$ cat config.mk
export PLATFORM = sky130hd
export DESIGN_NAME = uart485
export DESIGN_NICKNAME = d
export VERILOG_FILES = /design/src/uart485_pkg.sv /design/src/uart485.sv
export SDC_FILE = /design/constraint.sdc
export NUM_CORES = 1
export LEC_CHECK = 0
export ABC_CLOCK_PERIOD_IN_PS = 6950
export BUFFER_PORTS_ARGS = -buffer_cell sky130_fd_sc_hd__buf_4
export CAP_MARGIN = 20
export CORE_MARGIN = 1
export CORE_UTILIZATION = 46
export CTS_CLUSTER_DIAMETER = 50
export DETAILED_ROUTE_END_ITERATION = 8
export GPL_TIMING_DRIVEN = 1
export PLACE_DENSITY = 0.66
export SETUP_SLACK_MARGIN = 0.02
export SYNTH_ARGS = -nofsm -noshare
export SYNTH_HDL_FRONTEND = slang
export SYNTH_SLANG_ARGS = --single-unit
$ cat constraint.sdc
create_clock -name clk_i -period 6.95 [get_ports clk_i]
set_clock_uncertainty 0.2 [all_clocks]
set_input_delay 0.3475 -clock clk_i [delete_from_list [all_inputs] [get_ports clk_i]]
set_output_delay 0.3475 -clock clk_i [all_outputs]
set_load 0.01 [all_outputs]
$ cat src/uart485_pkg.sv
// constants, register map and tx states of the rs485 uart block
// assumes a 100 MHz clock and a classic wishbone register bus
package uart485_pkg;
  // ----------------------------------------
  // clock and serial timing
  // ----------------------------------------
  localparam int CLK_MHZ = 100;
  localparam int BAUD = 115200;
  localparam int BAUD_DIV = CLK_MHZ * 1000000 / BAUD;
  localparam int RX_MID = BAUD_DIV / 2;
  localparam int RST_MIN_NS = 2500;
  localparam int RST_CYC = (RST_MIN_NS * CLK_MHZ + 999) / 1000;
  localparam int HOLD_MIN_US = 1;
  localparam int HOLD_CYC = HOLD_MIN_US * CLK_MHZ;
  localparam int FRAME_BITS = 9;
  localparam int STRAP_TAKE = 2;
  localparam int STRAP_DONE = 3;
  // ----------------------------------------
  // lead time table, setting and microseconds
  // ----------------------------------------
  localparam int LEAD_N = 11;
  localparam int LEAD_SEL [LEAD_N] =
    '{0, 1, 2, 3, 4, 5, 10, 20, 40, 60, 80};
  localparam int LEAD_US [LEAD_N] =
    '{20, 40, 60, 80, 100, 110, 250, 480, 900, 1300, 1700};
  // ----------------------------------------
  // register map
  // ----------------------------------------
  localparam logic [7:0] ADR_CTRL = 8'h00;
  localparam logic [7:0] ADR_STAT = 8'h04;
  localparam logic [7:0] ADR_TX = 8'h08;
  localparam logic [7:0] ADR_RX = 8'h0C;
  localparam int CTRL_SEL = 0;
  localparam int CTRL_CMD = 1;
  localparam int CTRL_LEAD = 8;
  localparam int ST_ACT = 0;
  localparam int ST_DE = 1;
  localparam int ST_BUSY = 2;
  localparam int ST_TXFULL = 3;
  localparam int ST_RXV = 4;
  localparam int ST_STRAP = 5;
  localparam int ST_PWD = 6;
  localparam int ST_PIN6 = 7;
  localparam int ST_RTS = 8;
  // ----------------------------------------
  // transmit states
  // ----------------------------------------
  typedef enum logic [3:0] {
    TX_IDLE = 4'b0001,
    TX_LEAD = 4'b0010,
    TX_SEND = 4'b0100,
    TX_HOLD = 4'b1000
  } tx_state_e;
endpackage : uart485_pkg

$ cat src/uart485.sv
// serial port with rs485 buffer direction control
// assumes classic wishbone master, host on rx/tx, pins from outside
//
// The register addresses and the Wishbone interface to the registers were left to the implementer.
`timescale 1ns/1ps
module uart485 #(
  parameter int CYC_PER_US = uart485_pkg::CLK_MHZ
) (
  input wire logic clk_i,
  input wire logic rst_i,
  input wire logic cyc_i,
  input wire logic stb_i,
  input wire logic we_i,
  input wire logic [7:0] adr_i,
  input wire logic [3:0] sel_i,
  input wire logic [31:0] dat_i,
  output logic [31:0] dat_o,
  output logic ack_o,
  input wire logic rx_i,
  output logic tx_o,
  output logic rts_n_o,
  input wire logic reset_n_i,
  input wire logic power_down_input_i,
  input wire logic line_buffer_strap_n_i,
  input wire logic aux_pin_6_i,
  input wire logic aux_pin_2_i,
  output logic aux_pin_2_o,
  output logic aux_pin_2_oe_o,
  input wire logic aux_pin_4_i,
  output logic aux_pin_4_o,
  output logic aux_pin_4_oe_o,
  input wire logic aux_pin_5_i,
  output logic aux_pin_5_o,
  output logic aux_pin_5_oe_o
);
  // ----------------------------------------
  // state
  // ----------------------------------------
  localparam logic [8:0] RST_N = 9'(uart485_pkg::RST_CYC);
  localparam logic [15:0] BDIV = 16'(uart485_pkg::BAUD_DIV - 1);
  localparam logic [15:0] BMID = 16'(uart485_pkg::RX_MID);
  localparam logic [17:0] HOLD = 18'(uart485_pkg::HOLD_CYC);
  localparam logic [3:0] NBITS = 4'(uart485_pkg::FRAME_BITS);
  localparam logic [1:0] ST_TAKE = 2'(uart485_pkg::STRAP_TAKE);
  localparam logic [1:0] ST_DONE = 2'(uart485_pkg::STRAP_DONE);

  typedef struct packed {
    logic ack;
    logic [31:0] rdat;
    logic sel;
    logic cmd;
    logic [7:0] lsel;
    logic [1:0] st_cnt;
    logic st_low;
    logic oe;
    logic de;
    logic txd;
    uart485_pkg::tx_state_e tx;
    logic [8:0] sh;
    logic [3:0] bcnt;
    logic [15:0] bdiv;
    logic [17:0] tmr;
    logic hv;
    logic [7:0] hd;
    logic [1:0] rxs;
    logic rbusy;
    logic [3:0] rcnt;
    logic [15:0] rdiv;
    logic [7:0] rsh;
    logic rxv;
    logic [7:0] rxd;
    logic rts;
    logic [1:0] rps;
    logic [8:0] rc;
    logic [1:0] pds;
    logic [1:0] sts;
    logic [1:0] g6s;
  } state_s;

  localparam state_s RST_S = '{
    txd: 1'b1, rxs: 2'b11, rps: 2'b11, tx: uart485_pkg::TX_IDLE,
    default: '0};

  state_s s_q;
  state_s s_d;
  logic start;
  logic rd_rx;
  state_s p;

  function automatic logic [17:0] lead_cyc(input logic [7:0] v);
    int us;
    us = uart485_pkg::LEAD_US[0];
    for (int i = 0; i < uart485_pkg::LEAD_N; i++)
      if (v >= 8'(uart485_pkg::LEAD_SEL[i]))
        us = uart485_pkg::LEAD_US[i];
    lead_cyc = 18'(us * CYC_PER_US);
  endfunction : lead_cyc

  // ----------------------------------------
  // next state
  // ----------------------------------------
  always_comb
  begin
    p = RST_S;
    s_d = s_q;
    start = 1'b0;
    rd_rx = 1'b0;
    s_d.rps = {s_q.rps[0], reset_n_i};
    s_d.pds = {s_q.pds[0], power_down_input_i};
    s_d.sts = {s_q.sts[0], line_buffer_strap_n_i};
    s_d.g6s = {s_q.g6s[0], aux_pin_6_i};
    s_d.rxs = {s_q.rxs[0], rx_i};
    if (s_q.rps[1])
      s_d.rc = '0;
    else if (s_q.rc != RST_N)
      s_d.rc = s_q.rc + 9'h001;
    if (s_q.st_cnt != ST_DONE)
    begin
      s_d.st_cnt = s_q.st_cnt + 2'h1;
      if (s_q.st_cnt == ST_TAKE)
        s_d.st_low = ~s_q.sts[1];
    end
    // bus slave
    s_d.ack = cyc_i & stb_i & ~s_q.ack;
    s_d.rdat = '0;
    if (s_d.ack)
    begin
      case (adr_i)
        uart485_pkg::ADR_CTRL:
        begin
          s_d.rdat[uart485_pkg::CTRL_SEL] = s_q.sel;
          s_d.rdat[uart485_pkg::CTRL_CMD] = s_q.cmd;
          s_d.rdat[uart485_pkg::CTRL_LEAD +: 8] = s_q.lsel;
          if (we_i && sel_i[0])
          begin
            s_d.sel = dat_i[uart485_pkg::CTRL_SEL];
            s_d.cmd = dat_i[uart485_pkg::CTRL_CMD];
          end
          if (we_i && sel_i[1])
            s_d.lsel = dat_i[uart485_pkg::CTRL_LEAD +: 8];
        end
        uart485_pkg::ADR_STAT:
        begin
          s_d.rdat[uart485_pkg::ST_ACT] = s_q.oe;
          s_d.rdat[uart485_pkg::ST_DE] = s_q.de;
          s_d.rdat[uart485_pkg::ST_BUSY] = s_q.tx != uart485_pkg::TX_IDLE;
          s_d.rdat[uart485_pkg::ST_TXFULL] = s_q.hv;
          s_d.rdat[uart485_pkg::ST_RXV] = s_q.rxv;
          s_d.rdat[uart485_pkg::ST_STRAP] = s_q.st_low;
          s_d.rdat[uart485_pkg::ST_PWD] = s_q.pds[1];
          s_d.rdat[uart485_pkg::ST_PIN6] = s_q.g6s[1];
          s_d.rdat[uart485_pkg::ST_RTS] = s_q.rts;
        end
        uart485_pkg::ADR_TX:
        begin
          if (we_i && sel_i[0] && !s_q.hv)
          begin
            s_d.hv = 1'b1;
            s_d.hd = dat_i[7:0];
          end
        end
        uart485_pkg::ADR_RX:
        begin
          s_d.rdat[7:0] = s_q.rxd;
          rd_rx = ~we_i;
        end
        default:
          s_d.rdat = '0;
      endcase
    end
    // receiver
    if (rd_rx)
      s_d.rxv = 1'b0;
    if (!s_q.rbusy)
    begin
      if (!s_q.rxs[1])
      begin
        s_d.rbusy = 1'b1;
        s_d.rdiv = BMID;
        s_d.rcnt = '0;
      end
    end
    else if (s_q.rdiv != '0)
      s_d.rdiv = s_q.rdiv - 16'h0001;
    else
    begin
      s_d.rdiv = BDIV;
      s_d.rcnt = s_q.rcnt + 4'h1;
      if (s_q.rcnt == '0)
        s_d.rbusy = ~s_q.rxs[1];
      else if (s_q.rcnt != NBITS)
        s_d.rsh = {s_q.rxs[1], s_q.rsh[7:1]};
      else
      begin
        s_d.rbusy = 1'b0;
        if (s_q.rxs[1] && (!s_q.rxv || rd_rx))
        begin
          s_d.rxv = 1'b1;
          s_d.rxd = s_q.rsh;
        end
      end
    end
    // transmitter
    case (s_q.tx)
      uart485_pkg::TX_IDLE:
      begin
        s_d.de = 1'b0;
        // replies take this path only with oe set; others start at once
        if (s_q.hv && s_q.oe)
        begin
          s_d.de = 1'b1;
          s_d.tmr = lead_cyc(s_q.lsel);
          s_d.tx = uart485_pkg::TX_LEAD;
        end
        else if (s_q.hv)
          start = 1'b1;
      end
      uart485_pkg::TX_LEAD:
      begin
        if (s_q.tmr <= 18'h00001)
          start = 1'b1;
        else
          s_d.tmr = s_q.tmr - 18'h00001;
      end
      uart485_pkg::TX_SEND:
      begin
        if (s_q.bdiv != '0)
          s_d.bdiv = s_q.bdiv - 16'h0001;
        else if (s_q.bcnt != '0)
        begin
          s_d.txd = s_q.sh[0];
          s_d.sh = {1'b1, s_q.sh[8:1]};
          s_d.bcnt = s_q.bcnt - 4'h1;
          s_d.bdiv = BDIV;
        end
        else if (s_q.hv)
          start = 1'b1;
        else if (s_q.de)
        begin
          // hold starts at end of stop bit
          s_d.tmr = HOLD;
          s_d.tx = uart485_pkg::TX_HOLD;
        end
        else
          s_d.tx = uart485_pkg::TX_IDLE;
      end
      uart485_pkg::TX_HOLD:
      begin
        if (s_q.hv)
          start = 1'b1;
        else if (s_q.tmr <= 18'h00001)
        begin
          s_d.de = 1'b0;
          s_d.tx = uart485_pkg::TX_IDLE;
        end
        else
          s_d.tmr = s_q.tmr - 18'h00001;
      end
      default:
      begin
        s_d.de = 1'b0;
        s_d.txd = 1'b1;
        s_d.tx = uart485_pkg::TX_IDLE;
      end
    endcase
    if (start)
    begin
      s_d.txd = 1'b0;
      s_d.sh = {1'b1, s_q.hd};
      s_d.hv = 1'b0;
      s_d.bcnt = NBITS;
      s_d.bdiv = BDIV;
      s_d.tx = uart485_pkg::TX_SEND;
    end
    // outputs only with select set and strap low
    s_d.oe = s_d.sel & s_d.st_low;
    s_d.rts = s_d.rxv;
    // held reset pin clears all but strap, syncs, reset count and bus ack/read data
    if (s_q.rc == RST_N)
    begin
      p.ack = s_d.ack;
      p.rdat = s_d.rdat;
      p.st_cnt = s_d.st_cnt;
      p.st_low = s_d.st_low;
      p.rps = s_d.rps;
      p.rc = s_d.rc;
      p.pds = s_d.pds;
      p.sts = s_d.sts;
      p.g6s = s_d.g6s;
      p.rxs = s_d.rxs;
      s_d = p;
    end
  end

  // ----------------------------------------
  // registers
  // ----------------------------------------
  // reset leaves data mode selected
  always_ff @(posedge clk_i)
  begin
    if (rst_i)
      s_q <= RST_S;
    else
      s_q <= s_d;
  end

  assign dat_o = s_q.rdat;
  assign ack_o = s_q.ack;
  assign tx_o = s_q.txd;
  assign rts_n_o = s_q.rts;
  // one flop drives every enable pin
  assign aux_pin_2_o = s_q.de;
  assign aux_pin_4_o = s_q.de;
  assign aux_pin_5_o = s_q.de;
  assign aux_pin_2_oe_o = s_q.oe;
  assign aux_pin_4_oe_o = s_q.oe;
  assign aux_pin_5_oe_o = s_q.oe;
endmodule : uart485

# Yosys cells after proc, flatten, opt, wreduce, memory -nomap -nowiden
# Index checks and enable logic that the tools add are counted.
# W data, S select, Z words.
totals:
  ff_bits: 166
  output_inout_bits: 41
  input_bits: 57
  wordCells: 203
op_classes:
  mul: 1
  n_lt_le_gt_ge: 11
  n_mux: 70
  n_bitwise: 13
  n_eq_ne: 32
  add_sub_neg: 7
  n_reduce_logical: 37
op_table:
  columns: ["cell", "count"]
  rows:
  - ["$mux W32", 11]
  - ["$mux W18", 8]
  - ["$pmux W18 S4", 1]
  - ["$mux W9", 7]
  - ["$mux W29", 2]
  - ["$mux W21", 2]
  - ["$mux W34", 1]
  - ["$mul A32 B6 Y16 const B", 1]
  - ["$mux W16", 2]
  - ["$reduce_bool A16 Y1", 2]
  - ["$sub A16 B1 Y16 const B", 2]
  - ["$mux W26", 1]
  - ["$mux W4", 6]
  - ["$ne A2 B2 Y1 const B", 12]
  - ["$ne A3 B3 Y1 const B", 7]
  - ["$reduce_and A3 Y1", 7]
  - ["$reduce_and A7 Y1", 3]
  - ["$le A18 B1 Y1 const B", 1]
  - ["$sub A18 B1 Y18 const B", 1]
  - ["$eq A8 B4 Y1 const B", 2]
  - ["$ge A8 B2 Y1 const B", 2]
  - ["$ge A8 B3 Y1 const B", 2]
  - ["$ge A8 B6 Y1 const B", 2]
  - ["$pmux W4 S4", 1]
  - ["other kinds (47)", 85]

# Longest topological paths before layout
# Gate-level depths: netlist of the first run.
depth:
  depth_word: 16
  ltp_mapped: 18
  ltp_nobuf: 17

# Worst setup path before layout of the first run
# No wires, ideal clock.
synth_timing:
  path_type: "flip-flop to flip-flop"
  start: "register s_q[128] (netlist bit)"
  end: "register s_q[83] (netlist bit)"
  path_stages_with_launch: 17
  slack_ps: 3045
  setup_ps: 74
  n_path_buf: 0
  arrival_ps: 3631
  period_less_slack_ps: 3905
  required_time_ps: 6676
  cell_sequence: "dfxtp_1 > or2_2 > nor3_1 > nand2_1 > o21bai_1 > ha_1 > fa_1 > ha_1 > ha_1 > inv_1 > fa_1 > nor2b_1 > o2111ai_1 > a31oi_1 > xor2_1 > nand3_1 > a31oi_1"
synth_between:
  elab_chain_cells: 16
  elab_cells_between_ends: 25
  classes_between: "mul: 1; order compare: 10; mux: 14"
synth_rtl:
  columns: ["item", "line_no", "rtl"]
  rows:
  - ["start: declaration", "uart485.sv:84", "state_s s_q;"]
  - ["start signal: assignment", "uart485.sv:302", "s_q <= RST_S;"]
  - ["start signal: assignment", "uart485.sv:304", "s_q <= s_d;"]
  - ["$ge A8 B1 Y1", "uart485.sv:94", "if (v >= 8'(uart485_pkg::LEAD_SEL[i]))"]
  - ["$mux W6", "uart485.sv:94", null]
  - ["$mux W32 (8 in series)", "uart485.sv:94", null]
  - ["$mux W32 *", "uart485.sv:94", null]
  - ["$mux W32 *", "uart485.sv:209", "if (s_q.hv && s_q.oe)"]
  - ["$mux W32 *", "uart485.sv:204", "case (s_q.tx)"]
  - ["$mul A32 B6 Y16 *", "uart485.sv:96", "lead_cyc = 18'(us * CYC_PER_US);"]
  - ["$mux W18 *", "uart485.sv:209", null]
  - ["$pmux W18 S4 *", "uart485.sv:204", null]
# Every way passes the cells marked *; elsewhere a longest branch is shown, timed or not. The select of a mux whose other input is x is not followed.
# A chain may end at the register's enable or synchronous reset.

# Worst setup path in the final report of the first run
# Ends and elaborated chain as after synthesis.

==> results of run 1 <==
path summary, 6_finish.rpt:
kind                                to  slack, ns  cells past startpoint
hold reg to reg     s_q[57]$_SDFF_PP1_       0.21                      1
setup reg to reg  s_q[83]$_SDFFE_PP0P_       2.55                     16
setup / recovery  s_q[83]$_SDFFE_PP0P_       2.55                     16
hold / removal    dat_o[12]$_SDFF_PP0_       0.02                      2
state kept, by name (all words and copies together) (netlist names):
signal and cells:
ack_o 1, aux_pin_2_o 1, rts_n_o 1, dat_o 16, tx_o 1, s_q 129, aux_pin_2_oe_o 1
final cells by class:
type                            count  area [um2]  share of cell area (%)
Clock inverter                     13         143                    1.54
Timing Repair Buffer               89         738                    7.99
Clock buffer                       19         443                    4.79
Multi-Input combinational cell    689        4470                    48.4
Sequential cell                   150        3000                    32.5
Inverter                           45         169                    1.83
Tap cell                          220         275                    2.98
cell usage in the layout, fill, tap and decap left out, types with 4 or more instances in the layout:
cell	instances
and2_1	9
nand3b_1	5
mux2i_1	35
dlygate4sd3_1	23
o31ai_1	9
or2_2	11
and3_1	4
buf_4	65
clkbuf_16	17
a21oi_1	61
nor3b_1	4
o21ai_0	38
inv_1	45
ha_1	46
or3_1	11
or4_1	9
nand4_1	14
conb_1	16
fa_1	6
a211oi_1	9
nor3_1	30
clkinvlp_4	4
a222oi_1	8
nor2_1	124
a311oi_1	8
nor4_1	13
xor2_1	18
o32ai_1	4
a31oi_1	15
dfxtp_1	150
xnor2_1	16
o211ai_1	12
nor2b_1	12
a221oi_1	4
nand2_1	65
nand3_1	24
layer usage:
| metal | part of all wire, % | vias to the layer above | routed length, um | GRT usage, % |
|---|---|---|---|---|
| met1 | 48 | 3186 | 8420 | 27.2 |
| met3 | 3.0 | 16 | 538 | 3.63 |
| li1 | - | 3432 | - | - |
| met2 | 48 | 107 | 8510 | 33.4 |
| met4 | 0.99 | 0 | 174 | 6.55 |
| met5 | 0 | - | 0 | 0 |
kinds of logic after synthesis:
group                      share of synthesized area [%]
AOI/OAI and AO/OA                                   16.1
xor gates and xnor gates                            3.70
adders and majority gates                           8.64
buffers and inverters                               7.91
DFF                                                 37.3
muxes                                               4.35
other                                             0.0466
and+or+nand+nor                                     21.9
repair_timing:
item,in CTS,in global routing
gates resized for setup,0,0
hold buffers,23,0
hold endpoints to repair,23,0
cells in the mapped netlist, types with 11 or more instances:
| master | number | share of area, % |
|---|---|---|
| mux2i_1 | 35 | 4.4 |
| a21oi_1 | 61 | 3.8 |
| o211ai_1 | 12 | 1.1 |
| nor4_1 | 13 | 1.0 |
| nand4_1 | 14 | 1.1 |
| clkbuf_1 | 31 | 1.4 |
| buf_4 | 37 | 3.5 |
| or3_1 | 11 | 0.86 |
| o21ai_0 | 38 | 2.4 |
| nor2b_1 | 12 | 0.93 |
| inv_1 | 45 | 2.1 |
| dfxtp_1 | 150 | 37 |
| nor2_1 | 125 | 5.8 |
| or2_2 | 11 | 0.86 |
| nand3_1 | 24 | 1.5 |
| nand2_1 | 65 | 3.0 |
| a31oi_1 | 15 | 1.2 |
| xor2_1 | 18 | 2.0 |
| ha_1 | 46 | 7.2 |
| nor3_1 | 31 | 1.9 |
| xnor2_1 | 16 | 1.7 |
critical path, stage by stage (launching register included):
cell and delay, ns:
dfxtp_1 0.36, or2_2 0.32, nor3_1 0.26, nand2_1 0.12, o21bai_1 0.27, ha_1 0.31, fa_1 0.46, ha_1 0.29
ha_1 0.19, inv_1 0.07, fa_1 0.40, nor2b_1 0.18, o2111ai_1 0.16, a31oi_1 0.21, xor2_1 0.25, nand3_1 0.10
a31oi_1 0.17
through the flow:
stage | utilization, % | instance area [um2]
after floorplan | - | 8100
final | 55.0 | 9240
after global placement | 50.0 | 8410
after detailed placement | 50.0 | 8410
after CTS | 54.8 | 9220
after global routing | 55.0 | 9240
report_power, final:
group          switching (mW)  total, mW  internal (mW)
clock                   0.395      0.909          0.514
combinational           0.284      0.451          0.167
sequential             0.0508      0.948          0.897
==> results.ini, run 1 <==
[sta]
finalWorstSetupSlack_ns = 2.55
post-route-period-util_pct = 63.3
slew_headroom_pct = 37.5
hold_ws_ns = 0.0159
min_period_ns = 4.40
report.final.setup_viol = 0
slew_violations = 0
max_freq_mhz = 227
worst_pin_slew_ns = 0.933
finalHoldViolCount = 0
final.setup.tns_ns = 0
rsz0062_at_grt = no

[route]
post_drt_wl_per_cell_um = 14.4
vias = 6741
vias_per_cell = 5.50
initialDrtViolationCount = 428
ant_nets = 0
post-route-drc-count = 0
wl_um = 17600
dr.pass1.iters = 7

[yosys]
yosys_warnings = 0
ys_types = 69
ys.flop_type = dfxtp_1
synth_async_sr_flop_share_pct = 0
synthCells = 950
syn_avg_cell_area_um2 = 8.47
ys_seq_area_share_pct = 37.3
synth_seq_cells = 150
synth_edf_count = 0
synth_area_um2 = 8050

[power]
vdd_ir_drop_max_v = 0.000241
finalPower_mw = 2.31
cellPowerDensity_nw_per_um2 = 250
power.leakage_nw = 3.70

[cts]
clockRootBuffer = clkbuf_16
cts_tree = yes
worst_skew_pair.late_latency_ns = 0.43
cts_buffers = 17
ctsHtreeMaxLevel = 4
post_cts.repair.setup_buffers = 0
clock_path_buffers = 2
path_clk_slew_ns = 0.07
cts.sinks = 150

[layout]
syn2layout_area_growth_pct = 14.8
n_antenna_cell = 0
fin_cells = 1225
layout-drive-gt1-share_pct = 12.0
fillCellCount = 1599
fin_nets = 1101

[setup_path]
cp_data_required_time_ns = 7.10
worstPathMaxFanout = 8
critical_path_class = reg2reg
worstSetupStartpoint = s_q[128]$_SDFFE_PP0P_
startpoint_type = flip-flop
cp.arrival_ns = 4.55
reg2reg_from = s_q[128]$_SDFFE_PP0P_
end_kind = flip-flop

[global_route]
grt_start_max_net_pins = 55
grt_use_total_pct = 20.4
grt_pass1_wl_um = 30000
grt_pass1_vias = 6128
gr-total-overflow = 0
antenna_found_initial = 0

[hold_path]
holdCritPathClass = in2reg
min_from = adr_i[2]

[die]
start_util_pct = 47.9
rows = 47
io_pins = 98
die-area_um2 = 18000
core_area_um2 = 16800
die_y_um = 134
die_width_um = 134

[placement]
preCtsSetupSlack_ns = 2.57
dpl.cell_count = 1169
hpwl_um = 11900
gp_congestion = 0.815
port_buffers = 60

[outcome]
outcome = complete, no violations

[job]
drv_cap = 0

Note: power is estimated with default switching activity, not from simulation.
==> inputs of run 2 (changes only) <==
--- a/config.mk
+++ b/config.mk
@@ -5,7 +5,7 @@
 export SDC_FILE = /design/constraint.sdc
 export NUM_CORES = 1
 export LEC_CHECK = 0
-export ABC_CLOCK_PERIOD_IN_PS = 6950
+export ABC_CLOCK_PERIOD_IN_PS = 4500
 export BUFFER_PORTS_ARGS = -buffer_cell sky130_fd_sc_hd__buf_4
 export CAP_MARGIN = 20
 export CORE_MARGIN = 1
==> constraint.sdc (replaced) <==
create_clock -name clk_i -period 4.5 [get_ports clk_i]
set_clock_uncertainty 0.2 [all_clocks]
set_input_delay 0.225 -clock clk_i [delete_from_list [all_inputs] [get_ports clk_i]]
set_output_delay 0.225 -clock clk_i [all_outputs]
set_load 0.01 [all_outputs]
==> run 2 against run 1 <==
Design area rose by 0.81%. Clock-buffer cell count down 2. Utilization grew 0.45 points. Maximum frequency rose by 6.2%. Non-clock buffer count grew 10. Global-route usage decreased by 0.23 points. Worst setup slack got worse by 2.2 ns. Critical path type unchanged. Critical endpoint unchanged. Largest cell class unchanged.
==> results.ini, run 2 (same netlist as run 1, synthesis figures left out) <==
[power]
cellPowerDensity_nw_per_um2 = 374
power.leakage_nw = 3.74
vdd_ir_drop_max_v = 0.000293

[cts]
clockRootBuffer = clkbuf_16
worst_skew_pair.late_latency_ns = 0.42
cts_tree = yes
post_cts.repair.setup_buffers = 0
clock_path_buffers = 2
cts_buffers = 17
path_clk_slew_ns = 0.07
cts.sinks = 150
ctsHtreeMaxLevel = 4

[global_route]
grt_pass1_wl_um = 29600
gr-total-overflow = 0
grt_start_max_net_pins = 53
antenna_found_initial = 0
grt_pass1_vias = 6244
grt_use_total_pct = 20.2

[placement]
hpwl_um = 12000
placedInstanceArea_um2 = 8420
port_buffers = 60
gp_congestion = 0.807

[sta]
report.final.setup_viol = 0
rsz0062_at_grt = yes
min_period_ns = 4.14
final.setup.tns_ns = 0
max_freq_mhz = 241
post-route-period-util_pct = 92.1
hold_ws_ns = 0.0341
slew_violations = 0
worst_pin_slew_ns = 0.975
finalHoldViolCount = 0
slew_headroom_pct = 34.6

[outcome]
outcome = complete, no violations

[layout]
n_antenna_cell = 0
design_area_um2 = 9320
final_common_cell = dfxtp_1
largest_register = s_q
layout_common_cells = 150 x dfxtp_1, 124 x nor2_1, 65 x nand2_1
fillCellCount = 1608
largest_reg_flops = 129
fin_nets = 1111
regArea_um2 = 3000
layout-drive-gt1-share_pct = 12.1
multi_input_comb_area_um2 = 4480
syn2layout_area_growth_pct = 15.8

[die]
die-area_um2 = 18000
start_util_pct = 47.9
core_area_um2 = 16800
die_width_um = 134
rows = 47
io_pins = 98
die_y_um = 134

[setup_path]
max_stage_delay_ns = 0.46
cp_cell_sequence = or2_2, nor3_2, nand2_1, o21bai_2, ha_1, fa_1, ha_1, ha_1, inv_1, fa_1, nor2b_1, o2111ai_1, a31oi_1, xor2_1, nand3_1, a31oi_1
r2r_cells = 16
startpoint_type = flip-flop
critPathSlowestCell = fa_1
cp_data_required_time_ns = 4.65
crit_top_cell = ha_1
critical_path_class = reg2reg
worstPathMaxFanout = 8
end_kind = flip-flop
cp.arrival_ns = 4.29

[job]
drv_cap = 0

[route]
initialDrtViolationCount = 414
post-route-drc-count = 0
wl_um = 17700
ant_nets = 0
dr.pass1.iters = 7
vias_per_cell = 5.48
vias = 6764
post_drt_wl_per_cell_um = 14.3

[hold_path]
holdCritPathClass = in2reg
whs_path_depth = 4

-- run 2: where the power goes --
group	internal, mW	switching, mW
sequential	1.39	0.0776
combinational	0.263	0.434
clock	0.717	0.610
total	2.36	1.12
-- run 2: timing repair --
item | 4_1_cts | 5_1_grt
setup endpoints to repair | 0 | 4
hold buffers | 34 | 0
gates resized for setup | 0 | 3
endpoints found under the hold margin | 37 | 0
-- run 2: metal layers --
layer	GRT usage, %	wire length, um	vias to the layer above
met1	26.8	8430	3153
li1	-	-	3445
met5	0	0	-
met3	3.63	581	24
met4	6.68	280	0
met2	33.1	8380	142
-- run 2: final timing paths --
check	start	to	slack, ns
setup / recovery	s_q[128]$_SDFFE_PP0P_	s_q[83]$_SDFFE_PP0P_	0.36
hold / removal	sel_i[0]	s_q[132]$_SDFFE_PP0P_	0.03
setup reg to reg	s_q[128]$_SDFFE_PP0P_	s_q[83]$_SDFFE_PP0P_	0.36
hold reg to reg	s_q[15]$_SDFF_PP1_	s_q[16]$_SDFF_PP1_	0.21
-- run 2: layout make-up --
| class | count | share of cell area [%] |
|---|---|---|
| repair buffers | 99 | 9.02 |
| clock inverters | 14 | 1.29 |
| flip-flops and latches | 150 | 32.2 |
| multi-input cells | 689 | 48.1 |
| inverters | 45 | 1.81 |
| well taps | 220 | 2.95 |
| clock buffers | 17 | 4.57 |
-- run 2: through the flow --
stage | cells | setup slack (ns) | total power [mW] | util [%]
finish | 1234 | 0.357 | 3.49 | 55.4
global route | 1234 | 0.00297 | 3.66 | 55.4
floorplan | 965 | 0.595 | 1.99 | -
global placement | 1169 | 0.291 | 2.15 | 50.1
CTS | 1234 | 0.154 | 3.51 | 55.3
detailed placement | 1169 | 0.173 | 2.16 | 50.1
-- run 2: worst max-delay path: cells and delay by family, from the launching register on --
kind,cells,cell delay (ns)
compound gates,4,0.74
xor+xnor,1,0.18
fa+ha+maj,5,1.61
buf+inv,1,0.06
flops,1,0.37
simple gates,5,0.90
==> inputs of run 3 (changes only) <==
--- a/config.mk
+++ b/config.mk
@@ -8,7 +8,7 @@
 export ABC_CLOCK_PERIOD_IN_PS = 4500
 export BUFFER_PORTS_ARGS = -buffer_cell sky130_fd_sc_hd__buf_4
 export CAP_MARGIN = 20
-export CORE_MARGIN = 1
+export CORE_MARGIN = 2
 export CORE_UTILIZATION = 46
 export CTS_CLUSTER_DIAMETER = 50
 export DETAILED_ROUTE_END_ITERATION = 8
==> constraint.sdc (replaced) <==
create_clock -name clk_i -period 4.5 [get_ports clk_i]
set_clock_uncertainty 0.2 [all_clocks]
set_input_delay 0.225 -clock clk_i [delete_from_list [all_inputs] [get_ports clk_i]]
set_output_delay 0.225 -clock clk_i [all_outputs]
set_load 0.1 [all_outputs]
==> run 3 against run 2 <==
Combinational power rose by 19%. Largest cell class unchanged. Sequential share of layout area is 0.21 points lower. Hold slack lost 0.024 ns.
==> results.ini, run 3 (same netlist as run 1, synthesis figures left out) <==
[sta]
post-route-period-util_pct = 92.7
finalHoldViolCount = 0
max_freq_mhz = 240
report.final.setup_viol = 0
slew_headroom_pct = 35.0
min_period_ns = 4.17
worst_pin_slew_ns = 0.969
rsz0062_at_grt = no
finalWorstSetupSlack_ns = 0.329
slew_violations = 0
final.setup.tns_ns = 0

[route]
top_layer = met4
initialDrtViolationCount = 445
wl_um = 17600
dr.pass1.iters = 6
post-route-drc-count = 0
vias = 6720
ant_nets = 0
vias_per_cell = 5.42
wl_met1_um = 8570
dr_wl_met2_um = 8260
post_drt_wl_per_cell_um = 14.2
wl_met3_um = 576

[power]
power.leakage_nw = 3.78
p_seq_share_pct = 38.5
p_sw_share_pct = 31.8
p_sw_mw = 1.21
finalPower_mw = 3.80
clockPowerShare_pct = 39.7
comb_power_share_pct = 21.9
p_int_mw = 2.59
vdd_ir_drop_max_v = 0.000353
cellPowerDensity_nw_per_um2 = 405

[cts]
path_clk_slew_ns = 0.06
cts_buffers = 17
worst_skew_pair.late_latency_ns = 0.42
ctsHtreeMaxLevel = 4
cts_tree = yes
cts.sinks = 150
clockRootBuffer = clkbuf_16
clock_path_buffers = 2

[global_route]
grt_pass1_wl_um = 29900
gr-total-overflow = 0
grt_use_total_pct = 19.9
grt_start_max_net_pins = 35
grt_pass1_vias = 6238
antenna_found_initial = 0

[layout]
finish.utilization_pct = 54.6
n_antenna_cell = 0
layout-drive-gt1-share_pct = 12.1
syn2layout_area_growth_pct = 16.6
fin_cells = 1239
largest_register = s_q
fin_nets = 1112
final_common_cell = dfxtp_1
largest_reg_flops = 129
layout_common_cells = 149 x dfxtp_1, 124 x nor2_1, 67 x buf_4

[setup_path]
max_stage_delay_ns = 0.51
cp_num_buf_inv = 3
cp.arrival_ns = 4.26
worstPathMaxFanout = 11
critical_path_class = reg2reg
end_kind = flip-flop
critical_path.top_delay_family = compound AO/OA/AOI/OAI gates
critPathSlowestCell = dfxtp_1
cp_cell_sequence = nand4_1, nand2_1, inv_1, a21oi_1, ha_1, inv_1, fa_1, inv_1, ha_1, ha_1, a211oi_1, o211ai_1, a31o_2, a21oi_1, xnor2_1, o221ai_1
cp_data_required_time_ns = 4.58
startpoint_type = flip-flop

[placement]
gp_congestion = 0.849
preCtsSetupSlack_ns = 0.205
hpwl_um = 12000
port_buffers = 60
dpl.cell_count = 1176

[die]
rows = 48
core_area_um2 = 17200
die_y_um = 136
die_width_um = 136
start_util_pct = 46.9
io_pins = 98
die-area_um2 = 18600

[outcome]
outcome = complete, no violations

[hold_path]
holdCritPathClass = in2reg

[job]
drv_cap = 0

## run 3: area by class of cell
| type | instances | area (um2) |
|---|---|---|
| sequential | 150 | 3000 |
| multi-input combinational | 689 | 4480 |
| inverter | 45 | 169 |
| timing repair buffer | 100 | 833 |
| tap | 225 | 282 |
| clock inverter | 11 | 173 |
| fill | 1629 | 7790 |
| clock buffer | 19 | 443 |
## run 3: final timing paths
check / from / to / slack, ns / depth (start not counted)
min reg2reg: s_q[15]$_SDFF_PP1_ / s_q[16]$_SDFF_PP1_ / 0.21 / 1
max reg2reg: s_q[126]$_SDFFE_PP0P_ / s_q[84]$_SDFFE_PP0P_ / 0.33 / 16
max: s_q[126]$_SDFFE_PP0P_ / s_q[84]$_SDFFE_PP0P_ / 0.33 / 16
min: adr_i[3] / dat_o[8]$_SDFF_PP0_ / 0.01 / 2
## run 3: power groups by stage
stage / logic (mW) / registers (mW) / clock network [mW]
floorplan: 0.638 / 1.49 / 0
finish: 0.831 / 1.46 / 1.51
global placement: 0.793 / 1.49 / 0
CTS: 0.824 / 1.46 / 1.53
detailed placement: 0.795 / 1.49 / 0
global route: 0.913 / 1.47 / 1.59
## run 3: routing by layer
metal	global-route usage, %	up-vias
met3	4.14	16
li1	-	3447
met4	6.08	0
met5	0	-
met2	32.8	140
met1	26.2	3117
## run 3: timing repair
action                                  4_1_cts  5_1_grt
hold buffers                                 33        0
resized for setup                             0        4
hold endpoints to repair                     36        0
endpoints found under the setup margin        0        4
setup buffers                                 0        0
## run 3: per-stage QoR
step	hold WS [ns]	instance area, um2
2_1_floorplan	0.129	8100
3_5_place_dp	0.199	8430
3_3_place_gp	0.192	8430
4_1_cts	0.00753	9370
6_report	0.00988	9380
5_1_grt	0.0221	9380
